### src/inc/smsi_defs.svh
// Constants for the switch monitor serial interface
`ifndef SMSI_DEFS_SVH
`define SMSI_DEFS_SVH
`define SMSI_WORD_BITS 24
`define SMSI_CNT_W 5
`define SMSI_RESET_BIT 22
`define SMSI_THERM_BIT 23
`define SMSI_DP_N 8
`define SMSI_GO_N 14
`define SMSI_OP_W 8
`define SMSI_CMD_SETTINGS 8'h01
`define SMSI_CMD_SLEEP 8'h05
`define SMSI_POL_RESET 8'hff
`define SMSI_WAKE_RESET 22'h3fffff
`define SMSI_FIFO_DEPTH 32
`endif

### src/inc/smsi_pkg.sv
// Types for the switch monitor serial interface
package smsi_pkg;
	typedef enum logic {SMSI_NORMAL, SMSI_SLEEP} smsi_mode_t;
endpackage : smsi_pkg

### src/verilog/smsi_serial_iface.sv
// Switch monitor serial slave with wake and interrupt control
//
// Overview of operation
// - Select fall enables output, captures status
// - Select rise first floats serial output
// - Select rise releases interrupt unless new change
// - Command takes effect at select rise
// - Select fall wakes from sleep with logic supply
// - Sample input bit on clock falling edge
// - Advance output bit on clock rising edge
// - Ignore clock and input while deselected
// - Commands are exactly 24 bits
// - Open reports zero, closed reports one
// - First rising edge shows top bit
// - Both words shift most significant first
// - Switch change in normal mode pulls interrupt low
// - Interrupt line fall wakes with wake high
// - Wake pin low in normal, released sleeping
// - Wake pin fall wakes, interrupt gating by supply
// - Select and interrupt wake need logic supply
// - Dual inputs closed by polarity setting
// - Ground inputs closed below reference
// - Battery supply acts as power-on reset
// - Reset flag bit 22 cleared at select rise
// - Every reply carries status and flags
// - Programming only in normal with supply
`timescale 1ns/100ps
`include "smsi_defs.svh"

module smsi_fifo #(
	parameter int WIDTH = 24,
	parameter int DEPTH = 32
) (
	// Clock and reset
	input wire logic ref_clk,
	input wire logic resetn,
	// Filling side
	input wire logic inValid,
	output logic inReady,
	input wire logic [WIDTH-1:0] inData,
	// Draining side
	output logic outValid,
	input wire logic outReady,
	output logic [WIDTH-1:0] outData
);
	localparam int AW = $clog2(DEPTH);
	// Storage array
	logic [WIDTH-1:0] mem [DEPTH];
	logic [AW-1:0] wrPtr;
	logic [AW-1:0] rdPtr;
	logic [AW:0] count;
	logic doWrite;
	logic doRead;

	assign inReady = (count != (AW+1)'(DEPTH));
	assign outValid = (count != '0);
	assign doWrite = inValid && inReady;
	assign doRead = outValid && outReady;
	assign outData = mem[rdPtr];

	// Storage write
	always_ff @(posedge ref_clk)
	begin
		if (doWrite)
			mem[wrPtr] <= inData;
	end

	// Pointers and fill level
	always_ff @(posedge ref_clk or negedge resetn)
	begin
		if (!resetn)
		begin
			wrPtr <= '0;
			rdPtr <= '0;
			count <= '0;
		end
		else
		begin
			if (doWrite)
				wrPtr <= (wrPtr == AW'(DEPTH-1)) ? '0 : wrPtr + 1'b1;
			if (doRead)
				rdPtr <= (rdPtr == AW'(DEPTH-1)) ? '0 : rdPtr + 1'b1;
			if (doWrite && !doRead)
				count <= count + 1'b1;
			else if (doRead && !doWrite)
				count <= count - 1'b1;
		end
	end
endmodule : smsi_fifo

module smsi_serial_iface #(
	parameter int WORD_BITS = `SMSI_WORD_BITS,
	parameter int FIFO_DEPTH = `SMSI_FIFO_DEPTH
) (
	// Clock and battery power-on reset
	input wire logic ref_clk,
	input wire logic resetn,
	// Serial link pins
	input wire logic selectN,
	input wire logic serialClk,
	input wire logic serialIn,
	output logic serialOut,
	output logic serialOutEn,
	// Interrupt open-drain pin
	input wire logic intNIn,
	output logic intNOut,
	output logic intNOe,
	// Wake open-drain pin
	input wire logic wakeNIn,
	output logic wakeNOut,
	output logic wakeNOe,
	// Supply and comparators
	input wire logic logicSupplyOk,
	input wire logic [`SMSI_DP_N-1:0] dual_polarity_inputs,
	input wire logic [`SMSI_GO_N-1:0] ground_only_inputs,
	input wire logic thermalFlag,
	// Mode control and status
	input wire logic sleepRequest,
	output smsi_pkg::smsi_mode_t mode,
	// Accepted command stream
	output logic cmdValid,
	input wire logic cmdReady,
	output logic [WORD_BITS-1:0] cmdData
);
	import smsi_pkg::*;

	////////////////////////////////////////////////////////////////////////
	// Input synchronisers
	logic [1:0] selSync;
	logic [1:0] clkSync;
	logic [1:0] dinSync;
	logic [1:0] intSync;
	logic [1:0] wakeSync;
	logic [1:0] supSync;
	logic [1:0] thermSync; // Thermal flag from the sensor domain
	logic [`SMSI_DP_N-1:0] dpMeta;
	logic [`SMSI_DP_N-1:0] dpSync;
	logic [`SMSI_GO_N-1:0] goMeta;
	logic [`SMSI_GO_N-1:0] goSync;
	logic selPrev;
	logic clkPrev;
	logic intPrev;
	logic wakePrev;

	// Two-stage sync and previous level for edges
	always_ff @(posedge ref_clk or negedge resetn)
	begin
		if (!resetn)
		begin
			selSync <= 2'h3;
			clkSync <= 2'h0;
			dinSync <= 2'h0;
			intSync <= 2'h3;
			wakeSync <= 2'h3;
			supSync <= 2'h0;
			thermSync <= 2'h0;
			dpMeta <= '0;
			dpSync <= '0;
			goMeta <= '1;
			goSync <= '1;
			selPrev <= 1'b1;
			clkPrev <= 1'b0;
			intPrev <= 1'b1;
			wakePrev <= 1'b1;
		end
		else
		begin
			selSync <= {selSync[0], selectN};
			clkSync <= {clkSync[0], serialClk};
			dinSync <= {dinSync[0], serialIn};
			intSync <= {intSync[0], intNIn};
			wakeSync <= {wakeSync[0], wakeNIn};
			supSync <= {supSync[0], logicSupplyOk};
			thermSync <= {thermSync[0], thermalFlag};
			dpMeta <= dual_polarity_inputs;
			dpSync <= dpMeta;
			goMeta <= ground_only_inputs;
			goSync <= goMeta;
			selPrev <= selSync[1];
			clkPrev <= clkSync[1];
			intPrev <= intSync[1];
			wakePrev <= wakeSync[1];
		end
	end

	// Edge events
	logic selFall;
	logic selRise;
	logic sclkRise;
	logic sclkFall;
	logic intFall;
	logic wakeFall;
	logic supply;
	assign selFall = selPrev && !selSync[1];
	assign selRise = !selPrev && selSync[1];
	assign sclkRise = !selSync[1] && !clkPrev && clkSync[1];
	assign sclkFall = !selSync[1] && clkPrev && !clkSync[1];
	assign intFall = intPrev && !intSync[1];
	assign wakeFall = wakePrev && !wakeSync[1];
	assign supply = supSync[1];

	////////////////////////////////////////////////////////////////////////
	// Switch decode
	logic [`SMSI_DP_N-1:0] polarity; // One means switch to battery
	logic [`SMSI_GO_N+`SMSI_DP_N-1:0] switches;
	// Dual inputs: high closed for battery, low closed for ground
	assign switches = {~goSync, ~(dpSync ^ polarity)};

	////////////////////////////////////////////////////////////////////////
	// Shift registers
	logic [WORD_BITS-1:0] inShift;
	logic [WORD_BITS-1:0] outShift;
	logic [`SMSI_CNT_W-1:0] bitCount;
	logic resetFlag;
	logic [WORD_BITS-1:0] statusWord;
	logic intLatched;

	// Reply word: flags and switch status every time
	always_comb
	begin
		statusWord = '0;
		statusWord[`SMSI_GO_N+`SMSI_DP_N-1:0] = switches;
		statusWord[`SMSI_RESET_BIT] = resetFlag;
		statusWord[`SMSI_THERM_BIT] = thermSync[1];
	end

	// Serial input shift and bit count
	always_ff @(posedge ref_clk or negedge resetn)
	begin
		if (!resetn)
		begin
			inShift <= '0;
			bitCount <= '0;
		end
		else if (selFall)
		begin
			bitCount <= '0;
		end
		else if (sclkFall)
		begin
			inShift <= {inShift[WORD_BITS-2:0], dinSync[1]};
			if (bitCount != '1)
				bitCount <= bitCount + 1'b1;
		end
	end

	// Output shift: load at select fall, advance on rising edges
	always_ff @(posedge ref_clk or negedge resetn)
	begin
		if (!resetn)
		begin
			outShift <= '0;
			serialOut <= 1'b0;
			intLatched <= 1'b1;
		end
		else if (selFall)
		begin
			outShift <= statusWord;
			intLatched <= intSync[1];
			serialOut <= 1'b0;
		end
		else if (sclkRise)
		begin
			serialOut <= outShift[WORD_BITS-1];
			outShift <= {outShift[WORD_BITS-2:0], 1'b0};
		end
	end

	// Output driver enable follows select
	always_ff @(posedge ref_clk or negedge resetn)
	begin
		if (!resetn)
			serialOutEn <= 1'b0;
		else if (selFall)
			serialOutEn <= 1'b1;
		else if (selRise)
			serialOutEn <= 1'b0;
	end

	////////////////////////////////////////////////////////////////////////
	// Command acceptance
	logic fullWord;
	logic progOk;
	logic cmdPush;
	logic fifoInReady;
	assign fullWord = (bitCount == `SMSI_CNT_W'(WORD_BITS));
	assign progOk = (mode == SMSI_NORMAL) && supply;
	assign cmdPush = selRise && fullWord && progOk;

	// Polarity setting applied at select rise
	always_ff @(posedge ref_clk or negedge resetn)
	begin
		if (!resetn)
			polarity <= `SMSI_POL_RESET;
		else if (cmdPush && inShift[WORD_BITS-1:WORD_BITS-`SMSI_OP_W] == `SMSI_CMD_SETTINGS)
			polarity <= inShift[`SMSI_DP_N-1:0];
	end

	// Reset flag set by power-on, cleared at select rise
	always_ff @(posedge ref_clk or negedge resetn)
	begin
		if (!resetn)
			resetFlag <= 1'b1;
		else if (selRise)
			resetFlag <= 1'b0;
	end

	// Accepted commands, dropped when full
	smsi_fifo #(
		.WIDTH(WORD_BITS),
		.DEPTH(FIFO_DEPTH)
	) cmdFifo (
		.ref_clk(ref_clk),
		.resetn(resetn),
		.inValid(cmdPush),
		.inReady(fifoInReady),
		.inData(inShift),
		.outValid(cmdValid),
		.outReady(cmdReady),
		.outData(cmdData)
	);

	////////////////////////////////////////////////////////////////////////
	// Mode control
	logic sleepCmd;
	logic wakeEvent;
	logic [`SMSI_GO_N+`SMSI_DP_N-1:0] prevSwitches;
	logic switchChange;
	assign sleepCmd = cmdPush && fifoInReady && (inShift[WORD_BITS-1:WORD_BITS-`SMSI_OP_W] == `SMSI_CMD_SLEEP);
	assign switchChange = (switches != prevSwitches);
	assign wakeEvent = (selFall && supply)
		|| (intFall && wakeSync[1] && supply)
		|| (wakeFall && (intSync[1] || !supply));

	// Mode machine
	always_ff @(posedge ref_clk or negedge resetn)
	begin
		if (!resetn)
			mode <= SMSI_NORMAL;
		else
		begin
			case (mode)
				SMSI_NORMAL:
				begin
					if (sleepRequest || sleepCmd)
						mode <= SMSI_SLEEP;
				end
				SMSI_SLEEP:
				begin
					if (wakeEvent)
						mode <= SMSI_NORMAL;
				end
				default:
					mode <= SMSI_NORMAL;
			endcase
		end
	end

	// Wake pin: driven low in normal, released in sleep
	assign wakeNOut = 1'b0;
	assign wakeNOe = (mode == SMSI_NORMAL);

	////////////////////////////////////////////////////////////////////////
	// Interrupt
	logic intPending;
	logic changeWhileSel;

	// Previous switch image
	always_ff @(posedge ref_clk or negedge resetn)
	begin
		if (!resetn)
			prevSwitches <= '0;
		else
			prevSwitches <= switches;
	end

	// Change during select holds the interrupt past the rise
	always_ff @(posedge ref_clk or negedge resetn)
	begin
		if (!resetn)
			changeWhileSel <= 1'b0;
		else if (selFall)
			changeWhileSel <= 1'b0;
		else if (!selSync[1] && switchChange && mode == SMSI_NORMAL)
			changeWhileSel <= 1'b1;
	end

	// Pending interrupt: set wins over clear
	always_ff @(posedge ref_clk or negedge resetn)
	begin
		if (!resetn)
			intPending <= 1'b0;
		else if (switchChange && mode == SMSI_NORMAL)
			intPending <= 1'b1;
		else if (selRise && !changeWhileSel)
			intPending <= 1'b0;
	end

	assign intNOut = 1'b0;
	assign intNOe = intPending;

	////////////////////////////////////////////////////////////////////////
	// Checks
	chk_oe_follows_sel: assert property (@(posedge ref_clk) disable iff (!resetn)
		selFall |=> serialOutEn)
		else $error("output not enabled after select fall");
	chk_oe_off_rise: assert property (@(posedge ref_clk) disable iff (!resetn)
		selRise |=> !serialOutEn)
		else $error("output still enabled after select rise");
	chk_int_release: assert property (@(posedge ref_clk) disable iff (!resetn)
		selRise && !changeWhileSel && !switchChange |=> !intNOe)
		else $error("interrupt not released");
	chk_int_hold: assert property (@(posedge ref_clk) disable iff (!resetn)
		selRise && changeWhileSel |=> intNOe)
		else $error("interrupt wrongly released");
	chk_partial_drop: assert property (@(posedge ref_clk) disable iff (!resetn)
		selRise && !fullWord |=> $stable(polarity))
		else $error("partial command applied");
	chk_wake_pin: assert property (@(posedge ref_clk) disable iff (!resetn)
		wakeNOe == (mode == SMSI_NORMAL))
		else $error("wake pin mismatch");
	chk_sel_wake: assert property (@(posedge ref_clk) disable iff (!resetn)
		mode == SMSI_SLEEP && selFall && supply |=> mode == SMSI_NORMAL)
		else $error("select fall did not wake");
	chk_no_sup_wake: assert property (@(posedge ref_clk) disable iff (!resetn)
		mode == SMSI_SLEEP && !supply && !wakeFall |=> mode == SMSI_SLEEP)
		else $error("woke without logic supply");
	chk_reset_flag: assert property (@(posedge ref_clk) disable iff (!resetn)
		selRise |=> !resetFlag)
		else $error("reset flag not cleared");
	chk_change_int: assert property (@(posedge ref_clk) disable iff (!resetn)
		switchChange && mode == SMSI_NORMAL |=> intNOe)
		else $error("change did not raise interrupt");
	chk_int_capture: assert property (@(posedge ref_clk) disable iff (!resetn)
		selFall |=> intLatched == $past(intSync[1]))
		else $error("interrupt level not captured at select fall");
	chk_wake_gate: assert property (@(posedge ref_clk) disable iff (!resetn)
		mode == SMSI_SLEEP && wakeFall && supply && !intSync[1] && !selFall && !intFall |=> mode == SMSI_SLEEP)
		else $error("wake pin woke with interrupt low");

	cov_full_cmd: cover property (@(posedge ref_clk) disable iff (!resetn) cmdPush);
	cov_sleep_wake: cover property (@(posedge ref_clk) disable iff (!resetn)
		mode == SMSI_SLEEP ##1 mode == SMSI_NORMAL);
	cov_int_held: cover property (@(posedge ref_clk) disable iff (!resetn) selRise && changeWhileSel);
endmodule : smsi_serial_iface

### config.mk
export PLATFORM = sky130hd
export DESIGN_NAME = smsi_serial_iface
export DESIGN_NICKNAME = d
export VERILOG_FILES = /design/src/inc/smsi_pkg.sv /design/src/verilog/smsi_serial_iface.sv
export VERILOG_INCLUDE_DIRS = /design/src /design/src/inc
export SDC_FILE = /design/constraint.sdc
export NUM_CORES = 1
export LEC_CHECK = 0
export ABC_AREA = 0
export BUFFER_PORTS_ARGS = -buffer_cell sky130_fd_sc_hd__buf_2
export CAP_MARGIN = 20
export CORE_MARGIN = 3
export CORE_UTILIZATION = 40
export CTS_BUF_LIST = sky130_fd_sc_hd__clkbuf_2 sky130_fd_sc_hd__clkbuf_4 sky130_fd_sc_hd__clkbuf_8
export CTS_CLUSTER_DIAMETER = 150
export DETAILED_ROUTE_END_ITERATION = 10
export MAX_ROUTING_LAYER = met4
export PLACE_DENSITY = 0.53
export SYNTH_ARGS = -nofsm -noshare
export SYNTH_HDL_FRONTEND = slang
export SYNTH_SLANG_ARGS = --single-unit
### constraint.sdc
create_clock -name ref_clk -period 5.65 [get_ports ref_clk]
set_clock_uncertainty 0.2 [all_clocks]
set_input_delay 0.8475 -clock ref_clk [delete_from_list [all_inputs] [get_ports ref_clk]]
set_output_delay 0.8475 -clock ref_clk [all_outputs]
set_load 0.005 [all_outputs]
; Word-level counts from Yosys, hierarchy flattened
; Memory sizes are Yosys's and may differ from the RTL's.
; Index checks and enable logic that the tools add are counted.
; W data, S select, Z words.
[totals]
ff_bits = 167
mem_bits_rw = 768
out_inout_bits = 32
mem_count = 1
[classes]
addsub = 5
n_eq_ne = 8
mux = 22
bitwise = 5
n_reduce_logical = 49
[mem_list]
columns = name, words, width, read_ports, rd_ports_with_merged_regs, write_ports, line_no
row1 = cmdFifo.mem, 32, 24, 1, 0, 1, smsi_serial_iface.sv:48  ; logic [WIDTH-1:0] mem [DEPTH];
[op_table]
columns = operator, count
row1 = $mux W24, 2
row2 = $logic_and A1 B1 Y1, 25
row3 = $mux W5, 5
row4 = $ne A22 B22 Y1, 1
row5 = $add A5 B1 Y5 const B, 3
row6 = $eq A5 B5 Y1 const B, 3
row7 = $not A14 Y14, 1
row8 = $reduce_bool A2 Y1, 7
row9 = $mux W1, 12
row10 = $mux W6, 2
row11 = $logic_not A1 Y1, 10
row12 = $eq A8 B1 Y1 const B, 1
row13 = $eq A8 B3 Y1 const B, 1
row14 = $not A8 Y8, 1
row15 = $xor A8 B8 Y8, 1
row16 = $add A6 B1 Y6 const B, 1
row17 = $ne A6 B6 Y1 const B, 1
row18 = $reduce_bool A6 Y1, 1
row19 = $sub A6 B1 Y6 const B, 1
row20 = $ne A5 B5 Y1 const B, 1
row21 = $logic_or A1 B1 Y1, 4
row22 = $reduce_and A2 Y1, 2
row23 = $not A1 Y1, 2
row24 = $pmux W1 S2, 1

; Depth between registers and ports, before layout
; Gate-level depths: netlist of run 1.
[depth]
depth_word = 9
ltp_mapped = 14
mapped_depth_nobuf = 13

; By module
; Synthesis of run 1 repeated with hierarchy kept, for this count alone.
[unflattened]
cells_unflattened = 1788
hier_area_um2 = 35745.5
[by_module_without_submodules]
columns = module, instances, cells_per_inst, area_each_um2, seq_area_each_um2
row1 = smsi_fifo, 1, 1413, 30300.3, 23462.5
row2 = smsi_serial_iface, 1, 375, 5445.2, 3836.2

; Worst setup path after synthesis of run 1
; OpenSTA, ideal clock, no wires.
[synth_path]
path_kind = register -> register
from = reg selSync[1]
to = mem cmdFifo.mem[29][0], enable pin
setup_time_ns = 0.405
arrival_ns = 2.897
setup_slack_ns = 2.148
path_stages_with_launch = 8
n_path_buf = 1
cell_sequence = dfstp_2 -> ha_1 -> nor4bb_1 -> nand4_1 -> a21oi_1 -> clkbuf_1 -> nand2_1 -> nor2_1
[synth_via]
elab_chain_cells = 6
[synth_rtl]
columns = element, line_no
row1 = "start, declared", smsi_serial_iface.sv:129  ; logic [1:0] selSync;
row2 = "start signal, assigned", smsi_serial_iface.sv:168  ; selSync <= {selSync[0], selectN};
row3 = $logic_and A1 B1 Y1, smsi_serial_iface.sv:195  ; assign selRise = !selPrev && selSync[1];
row4 = via selRise, smsi_serial_iface.sv:188  ; logic selRise;
row5 = $logic_and A1 B1 Y1 (2 in a row), smsi_serial_iface.sv:288  ; assign cmdPush = selRise && fullWord && progOk;
row6 = $logic_and A1 B1 Y1, smsi_serial_iface.sv:57  ; assign doWrite = inValid && inReady;
row7 = via cmdFifo.doWrite, smsi_serial_iface.sv:52  ; logic doWrite;
row8 = $mux W1, smsi_serial_iface.sv:64  ; if (doWrite)
row9 = $mux W1 (not written as such), smsi_serial_iface.sv:65  ; mem[wrPtr] <= inData;
row10 = "end, declared", smsi_serial_iface.sv:48
; The timed path passes the listed nets, and every way through them passes these cells.

; Worst setup path after layout of run 1
[layout_path]
from = reg cmdFifo.rdPtr[1]
to = out cmdData[13]
[layout_via]
elab_chain_cells = 1
[layout_rtl]
columns = element, line_no
row1 = "start, declared", smsi_serial_iface.sv:50  ; logic [AW-1:0] rdPtr;
row2 = "start signal, assigned", smsi_serial_iface.sv:82  ; rdPtr <= (rdPtr == AW'(DEPTH-1)) ? '0 : rdPtr + 1'b1;
row3 = $mem_v2 Z32 W24, n/a
row4 = "end, declared", smsi_serial_iface.sv:123  ; output logic [WORD_BITS-1:0] cmdData
; Every way passes these cells.

==> impl_metrics.tcl, run 1 <==
set metrics [dict create \
    dp_cells 2807 \
    synth_commonest_cells "768 x edfxtp_1, 240 x mux4_2, 121 x dfrtp_1" \
    ant_nets 0 \
    drc 0 \
    crit_fanout 50 \
    rsz0062_at_grt "false" \
    met1_usage_pct 24.9 \
    chipHeight_um 304 \
    routed_wl_mm 86.0 \
    route.vias.total 16800 \
    syn-mean-instance-area_sq_um 22.2 \
    irDropWorstVdd_mv 0.215 \
    clock_path_buffers 3 \
    nFillCells 7274 \
    drive_gt1_share_pct 39.7 \
    worst_pin_slew_ns 1.06 \
    syn_to_final_growth_pct 17.3 \
    antenna_found_initial 2 \
    grt_use_total_pct 19.4 \
    start_util_pct 40.7 \
    finalNonFillerCells 3134 \
    end_kind "output port" \
    io_pins 65 \
    finalMaxSlewViolations 0 \
    syn_area_sq_um 35600 \
    max_slew_margin_pct 29.2 \
    globalRouteMet3Util_pct 3.97 \
    vias_per_cell 5.37 \
    cp-start-kind "flop" \
    synthCells 1607 \
    first_global_vias 18000 \
    setup_slack_ns 0.895 \
    async_flop_share_pct 17.9 \
    yosysSeqAreaShare_pct 76.6 \
    die_w_um 304 \
    cp.required_ns 4.60 \
    power.density_nw_per_um2 344 \
    netlist.area_leader.share_pct 64.7 \
    synth.most_common_cell "edfxtp_1" \
    row_count 108 \
    grt_use_met2_pct 31.3 \
    cts_tree "yes" \
    grt_max_degree 89 \
    overflow 0 \
    yosysTopAreaCell "edfxtp_1" \
    power_leakage_nw 13.6 \
    multi_input_area_sq_um 8090 \
    final_nets 1905 \
    timing.final.crit_period_ns 4.75 \
    status "completed" \
    synth_area_leaders "edfxtp_1 65%, mux4_2 15%, dfrtp_1 8.5%, dfstp_2 3.4%, mux2_2 2.0%" \
    gp_congestion 0.755 \
    preCtsSetupSlack_ns 1.70 \
    ys_seq_elements 935 \
    cts_buffers 155 \
    ys_types 44 \
    fmax_mhz 210 \
    yosys_most_used_dff "edfxtp_1" \
    cts.sinks 935 \
    place_area_sq_um 37900 \
    design_area_sq_um 41800 \
    dp_hpwl_mm 47.5 \
    synth_edf_count 768 \
    yosys_warnings 0 \
    busiest_layer "met2" \
    die_area_sq_um 92700 \
    worst_ep_arrival_time_ns 3.71 \
    register_area_sq_um 27300 \
    final-setup-viol-count 0 \
    hold_violations 0 \
    numPortBuffers 62 \
    ctsHtreeMaxLevel 4 \
    wl_per_cell_um 27.4 \
    hold_path_class "reg -> reg" \
    final.setup.tns_ns 0 \
    finalCritPeriodShare_pct 84.2 \
    drv_cap 0 \
    grt_pass1_wl_mm 126 \
    core_area_sq_um 87600 \
    clock_latency_ns 0.79 \
    cts_root_buf "clkbuf_8" \
    drt_pass1_iterations 5 \
    clk_pin_slew_ns 0.06 \
    crit_type "reg -> out" \
    drt_iter0_drc 1520 \
]
[sequential cells by signal, summed over array words and instances (netlist names), 5 cells and up]
register and flops:
cmdFifo.mem 768, inShift 24, outShift 24, prevSwitches 22, goMeta 14, goSync 14
dpMeta 8, dpSync 8, polarity 8, cmdFifo.count 6, bitCount 5, cmdFifo.rdPtr 5
cmdFifo.wrPtr 5
[through the flow]
step                hold slack, ns  utilization, %  power, mW
floorplan                    0.131               -       8.07
global placement             0.135            43.2       8.28
detailed placement           0.135            43.2       8.32
CTS                          0.131            47.3       14.5
global route                 0.144            47.7       14.9
finish                       0.133            47.7       14.4
[metal layers]
metal  wire (um)  up-vias
met5           0        -
met2       43300      486
met4        2260        0
li1            -     7111
met3        4740      151
met1       35600     9072
[cell families (layout without fill, tap and decap cells)]
group           Yosys count  after routing  share of synthesized area [%]
flops                   935            935                           76.6
mux                     315            315                           17.5
simple gates            134            134                           1.82
buf+inv                 102            472                           1.37
compound gates           65             65                           1.10
xor+xnor                 37             37                          0.910
fa+ha+maj                18             18                          0.653
other cells               1              3                         0.0105
[final timing paths]
kind | from | endpoint | slack, ns | cells after the start
worst max-delay path | cmdFifo.rdPtr[1] | cmdData[13] | 0.90 | 5
worst min register to register | dpMeta[5] | dpSync[5] | 0.13 | 0
worst min-delay path | dpMeta[5] | dpSync[5] | 0.13 | 0
max in group asynchronous | resetn | inShift[12] | 3.61 | 3
min in group asynchronous | resetn | outShift[23] | 0.48 | 2
worst max register to register | selSync[1] | cmdFifo.mem[4][20] | 1.81 | 8
[power by group]
part           total [mW]  internal, mW  switching [mW]  leakage [nW]
Clock                6.10          3.49            2.62          1.71
Sequential           7.79          7.69          0.0951          9.06
Combinational       0.473         0.185           0.289          2.82
Total                14.4          11.4            3.00          13.6
[area by class of cell]
type,count,area share [%]
Multi-Input combinational cell,571,19.4
Clock inverter,45,0.827
Timing Repair Buffer,166,3.82
Sequential cell,935,65.4
Tap cell,1155,3.46
Clock buffer,236,6.92
Inverter,25,0.225
Antenna cell,1,0.00599
[placed cells by master, fill, tap and decap left out, types with 22 or more instances in the layout]
| cell type | instances |
|---|---|
| dlygate4sd3_1 | 30 |
| o21ai_0 | 22 |
| dfrtp_1 | 116 |
| buf_2 | 61 |
| mux2_2 | 62 |
| buf_4 | 47 |
| nand2_1 | 29 |
| clkinv_1 | 22 |
| mux4_2 | 240 |
| xnor2_1 | 33 |
| edfxtp_1 | 768 |
| nor2_4 | 33 |
| clkbuf_8 | 180 |
| dfstp_2 | 46 |
| clkbuf_4 | 57 |
| inv_1 | 25 |
[critical path, cell delays in order, from the launching register on]
cell and delay (ns):
dfrtp_4 0.99, buf_4 0.56, mux4_2 0.37, mux4_2 0.52
mux2_2 0.30, buf_2 0.13
[what timing repair did]
action	4_1_cts	5_1_grt
endpoints found under the hold margin	93	0
setup buffers	0	0
gates resized for setup	0	0
hold buffers	30	0
No activity file was read; power rests on OpenSTA's default activity.
==> inputs of run 2 (changes only) <==
PLACE_DENSITY = 0.55   (was 0.53)
clock period = 4.2 ns   (was 5.65 ns; I/O delays follow)
==> run 2 against run 1 <==
Against the previous run:
- hold slack improved by 0.017 ns
- flip-flop and latch count stayed put
- critical endpoint is now cmdData[6]
- critical path depth is 1 higher
- largest power group unchanged
==> impl_metrics.tcl, run 2 (synthesized netlist as in run 1, its figures left out) <==
set metrics [dict create \
    max_slew_margin_pct 23.8 \
    cp-start-kind "flop" \
    dp_hpwl_mm 47.6 \
    routed_wl_mm 85.0 \
    critPathMostFrequentCell "mux4_2" \
    final.setup.tns_ns 0 \
    wl_per_cell_um 27.0 \
    drt_iter0_drc 1394 \
    power_frac_seq_pct 55.4 \
    antenna_found_initial 4 \
    max_stage_delay_ns 0.57 \
    row_count 108 \
    drt_pass1_iterations 7 \
    finalCritPeriodShare_pct 97.5 \
    clk_pin_slew_ns 0.06 \
    cp_slowest_cell "mux4_2" \
    setup_slack_ns 0.104 \
    power.density_nw_per_um2 448 \
    clock_path_buffers 3 \
    core_area_sq_um 87600 \
    cts.sinks 935 \
    grt_max_degree 114 \
    p_clk_share_pct 41.2 \
    dp_cells 2813 \
    p_switching_mw 3.99 \
    drc 0 \
    fin_util_pct 48.2 \
    crit_type "reg -> out" \
    status "completed" \
    io_pins 65 \
    ctsHtreeMaxLevel 4 \
    cts_tree "yes" \
    drive_gt1_share_pct 39.9 \
    worst_pin_slew_ns 1.14 \
    chipHeight_um 304 \
    final-setup-viol-count 0 \
    cp.required_ns 3.37 \
    finalNonFillerCells 3145 \
    numPortBuffers 62 \
    nFillCells 7114 \
    reg.largest.list "cmdFifo.mem: 768 flops, inShift: 24 flops, outShift: 24 flops" \
    preCtsSetupSlack_ns 0.536 \
    finalMaxSlewViolations 0 \
    path_buf_inv 3 \
    cp_top_family "multiplexers" \
    final_nets 1916 \
    hold_path_class "reg -> reg" \
    timing.final.crit_period_ns 4.10 \
    irDropWorstVdd_mv 0.313 \
    largest_reg_flops 768 \
    die_w_um 304 \
    holdWs_ns 0.149 \
    rsz0062_at_grt "true" \
    clock_latency_ns 0.79 \
    ant_nets 0 \
    route.vias.total 16900 \
    cts_root_buf "clkbuf_8" \
    hold_violations 0 \
    switching_share_pct 21.1 \
    multi_input_area_sq_um 8090 \
    register_area_sq_um 27300 \
    first_global_vias 18000 \
    mostFrequentLayoutCells "768 x edfxtp_1, 240 x mux4_2, 171 x clkbuf_8, 117 x dfrtp_1, 62 x mux2_2" \
    syn_to_final_growth_pct 18.4 \
    die_area_sq_um 92700 \
    drv_cap 0 \
    vias_per_cell 5.37 \
    cp_cell_sequence "buf_12 -> buf_16 -> mux4_2 -> mux4_2 -> mux2_2 -> buf_2" \
    end_kind "output port" \
    start_util_pct 40.7 \
    worst_ep_arrival_time_ns 3.27 \
    largest_register "cmdFifo.mem" \
    final_common_cell "edfxtp_1" \
    cts_buffers 150 \
    fmax_mhz 244 \
    p_int_mw 14.9 \
    crit_fanout 16 \
    pwr-share-comb_pct 3.4 \
    overflow 0 \
    power_leakage_nw 13.7 \
    gp_congestion 0.791 \
    grt_use_total_pct 19.2 \
    grt_pass1_wl_mm 125 \
]
[run 2: cell types whose count changed in the layout (fill, tap and decap cells not counted), moves of 2 or more]
cell,change
buf_16,+8
diode_2,+2
buf_12,+20
bufinv_16,-4
clkbuf_8,-9
buf_4,-15
clkinv_2,+3
clkbuf_4,+3
bufbuf_16,+2
[run 2: path summary, 6_finish.rpt]
kind | depth (start not counted) | end | startpoint | slack (ns)
min | 0 | dpSync[0] | dpMeta[0] | 0.15
max | 6 | cmdData[6] | cmdFifo.rdPtr[0] | 0.10
max in group asynchronous | 3 | polarity[5] | resetn | 2.58
min in group asynchronous | 2 | dpSync[2] | resetn | 0.34
max reg2reg | 8 | cmdFifo.mem[19][10] | selSync[1] | 0.57
min reg2reg | 0 | dpSync[0] | dpMeta[0] | 0.15
[run 2: cell type report]
| class | count | share of cell area (%) |
|---|---|---|
| flip-flops and latches | 935 | 64.8 |
| repair buffers | 182 | 5.16 |
| clock buffers | 230 | 6.62 |
| clock inverters | 44 | 0.602 |
| diodes | 3 | 0.0178 |
| multi-input cells | 571 | 19.2 |
| inverters | 25 | 0.223 |
| well taps | 1155 | 3.43 |
[run 2: per-layer routing]
layer	global-route usage, %	wire (um)
met2	30.1	42200
met1	25.0	35400
met5	-	0
met4	6.63	2400
met3	4.21	4980
[run 2: per-stage QoR]
step | area (sq um) | power (mW)
after floorplan | 35600 | 10.9
after global placement | 38200 | 11.1
after detailed placement | 38200 | 11.2
after CTS | 41700 | 19.0
after global routing | 42200 | 19.6
final | 42200 | 18.9
[run 2: timing repair]
action,in CTS,in global routing
resized for setup,5,2
hold endpoints to repair,103,0
hold buffers,31,0
setup buffers,4,1
endpoints found under the setup margin,23,5
gates cloned,4,0
[run 2: power groups by stage]
stage	Clock (mW)	Sequential [mW]	Combinational [mW]
CTS	8.01	10.7	0.338
global placement	0	10.8	0.275
floorplan	0	10.7	0.142
detailed placement	0	10.8	0.313
global route	8.46	10.5	0.713
finish	7.78	10.5	0.650
==> inputs of run 3 (changes only) <==
ABC_AREA = 1   (was 0)
==> run 3 against run 2 <==
Against the previous run:
- synthesized cell count is 78% higher
- setup slack improved by 0.093 ns
- combinational power rose to 8.0 times the previous value
- clock power is 1% higher
- cell count up 37%
- sequential share of layout area fell by 0.92 points
- highest routed layer unchanged
==> impl_metrics.tcl, run 3 <==
set metrics [dict create \
    route.vias.total 23800 \
    crit_fanout 43 \
    timing.final.crit_period_ns 4.00 \
    grt_pass1_wl_mm 144 \
    wl_met2_mm 45.4 \
    nFillCells 7971 \
    hold_violations 0 \
    ys_types 40 \
    worst_r2r_endpoint "cmdFifo.mem[26][16]" \
    start_util_pct 40.6 \
    synthAdderAreaFrac_pct 0.632 \
    cts_root_buf "clkbuf_8" \
    mostFrequentLayoutCells "768 x edfxtp_1, 423 x nor2_1, 408 x o21ai_0, 331 x nand2_1, 183 x o221ai_1" \
    cts_buffers 155 \
    gp_congestion 0.795 \
    async_flop_share_pct 17.9 \
    drv_cap 0 \
    final.setup.tns_ns 0 \
    wl_met1_mm 41.8 \
    grt_max_degree 153 \
    antenna_found_initial 3 \
    r2r_cells 7 \
    synth_compound_area_share_pct 11.0 \
    max_stage_delay_ns 0.66 \
    end_kind "output port" \
    synthCells 2859 \
    synth_top_family_by_area "compound AO/OA/AOI/OAI gates" \
    ant_nets 0 \
    netlist.area_leader.share_pct 62.6 \
    design_area_sq_um 42800 \
    syn-mean-instance-area_sq_um 12.9 \
    reg.largest.list "cmdFifo.mem: 768 flops, inShift: 24 flops, outShift: 24 flops" \
    largest_reg_flops 768 \
    hold_path_class "reg -> reg" \
    synthMuxAreaShare_pct 0.0306 \
    final_nets 3070 \
    drt_pass1_iterations 5 \
    place_area_sq_um 38700 \
    final-setup-viol-count 0 \
    overflow 0 \
    holdPathEnd "dpSync[3]" \
    clk_pin_slew_ns 0.06 \
    grt_use_total_pct 20.5 \
    synth-xor-area-share_pct 0.0952 \
    finalMaxSlewViolations 0 \
    io_pins 65 \
    ys_seq_elements 935 \
    synth_area_leaders "edfxtp_1 63%, dfrtp_1 8.2%, o21ai_0 5.5%, nor2_1 4.6%, o221ai_1 4.4%" \
    top_layer_used "met4" \
    path_buf_inv 4 \
    vias_per_cell 5.51 \
    yosys_warnings 0 \
    cts.sinks 935 \
    synth.most_common_cell "edfxtp_1" \
    yosysTopAreaCell "edfxtp_1" \
    syn_to_final_growth_pct 16.2 \
    cp-start-kind "flop" \
    crit_type "reg -> out" \
    drive_gt1_share_pct 16.0 \
    syn_area_sq_um 36800 \
    ctsHtreeMaxLevel 4 \
    fmax_mhz 250 \
    fin_util_pct 47.2 \
    cp_cell_sequence "inv_8 -> buf_12 -> buf_4 -> o21ai_0 -> o221ai_1 -> nand3_1 -> nand2_1 -> nand2_1 -> nand2_1 -> buf_2" \
    hold_path_depth 0 \
    core_area_sq_um 90700 \
    power_leakage_nw 15.0 \
    clock_latency_ns 0.78 \
    first_global_vias 23700 \
    numPortBuffers 62 \
    wl_per_cell_um 22.1 \
    drc 0 \
    cts_tree "yes" \
    row_count 110 \
    cp.required_ns 3.37 \
    cp_top_family "buffers and inverters" \
    chipHeight_um 309 \
    yosysSeqAreaShare_pct 74.2 \
    yosys.area_share.simple_pct 10.2 \
    synth_edf_count 768 \
    cp_slowest_cell "dfrtp_4" \
    drt_iter0_drc 2481 \
    max_slew_margin_pct 37.3 \
    routed_wl_mm 95.6 \
    die_area_sq_um 95700 \
    worst_ep_arrival_time_ns 3.17 \
    rsz0062_at_grt "false" \
    hold_start "dpMeta[3]" \
    clock_path_buffers 3 \
    power.density_nw_per_um2 563 \
    dp_hpwl_mm 51.1 \
    critPathMostFrequentCell "nand2_1" \
    die_w_um 309 \
    rrSetupSlack_ns 0.61 \
    status "completed" \
    finalCritPeriodShare_pct 95.3 \
    irDropWorstVdd_mv 0.280 \
    final_common_cell "edfxtp_1" \
    yosys_most_used_dff "edfxtp_1" \
    synth_commonest_cells "768 x edfxtp_1, 451 x nor2_1, 408 x o21ai_0" \
    wl_met3_mm 6.71 \
    r2r-start "selSync[1]" \
    largest_register "cmdFifo.mem" \
    worst_pin_slew_ns 0.940 \
]
## run 3: cell count changes in the layout (fill, tap and decap cells not counted), moves of 61 or more
cell      previous run  this run
inv_1               25       109
mux2_2              62         1
mux4_2             240         0
nand2_1             29       331
nand3_1              7       136
nor2_1              16       423
o21ai_0             22       408
o221ai_1             0       183
## run 3: metrics by stage
| stage | instances | setup slack, ns | hold WS [ns] | total power [mW] |
|---|---|---|---|---|
| after floorplan | 2860 | 0.584 | 0.131 | 14.0 |
| after global placement | 3982 | 0.690 | 0.135 | 15.9 |
| after detailed placement | 3983 | 0.609 | 0.140 | 16.0 |
| after CTS | 4294 | 0.0214 | 0.138 | 23.9 |
| after global routing | 4324 | 0.00424 | 0.156 | 25.2 |
| final | 4324 | 0.197 | 0.149 | 24.1 |
## run 3: cells by family (layout without fill, tap and decap cells)
family	after synthesis	in the layout
simple gates	940	940
mux	1	1
xor+xnor	4	4
compound gates	661	661
other cells	1	8
buf+inv	299	581
flops	935	935
fa+ha+maj	18	18
## run 3: repair_timing
action / 4_1_cts / 5_1_grt
setup buffers: 0 / 1
hold buffers: 31 / 0
endpoints found under the setup margin: 3 / 20
resized for setup: 1 / 6
gates cloned: 0 / 1
endpoints found under the hold margin: 118 / 0
## run 3: final cells by class
| cell class | instances | area (sq um) | area share, % |
|---|---|---|---|
| Sequential cell | 935 | 27300 | 63.9 |
| Multi-Input combinational cell | 1626 | 8350 | 19.5 |
| Clock buffer | 223 | 2730 | 6.39 |
| Timing Repair Buffer | 187 | 2100 | 4.92 |
| Tap cell | 1176 | 1470 | 3.44 |
| Inverter | 114 | 463 | 1.08 |
| Clock inverter | 57 | 329 | 0.769 |
| Antenna cell | 6 | 15.0 | 0.0351 |
## run 3: worst max path at each step
stage / from / to / cells after the start
after floorplan: selSync[1] / cmdFifo.mem[23][0] / 5
after global placement: selSync[1] / cmdFifo.mem[26][5] / 7
after detailed placement: selSync[1] / cmdFifo.mem[26][4] / 7
after CTS: cmdFifo.rdPtr[1] / cmdData[10] / 10
after global routing: cmdFifo.rdPtr[0] / cmdData[20] / 9
final: cmdFifo.rdPtr[1] / cmdData[10] / 10
## run 3: power breakdown
| group | total, mW | leakage (nW) | internal [mW] | switching [mW] |
|---|---|---|---|---|
| Clock | 7.87 | 1.63 | 4.26 | 3.61 |
| Sequential | 11.0 | 8.87 | 10.7 | 0.277 |
| Combinational | 5.20 | 4.51 | 1.65 | 3.55 |
## run 3: layer usage
layer,global-route usage [%],up-vias
li1,-,10800
met1,27.4,12000
met2,32.3,860
met3,3.79,146
met4,5.60,0
met5,-,-
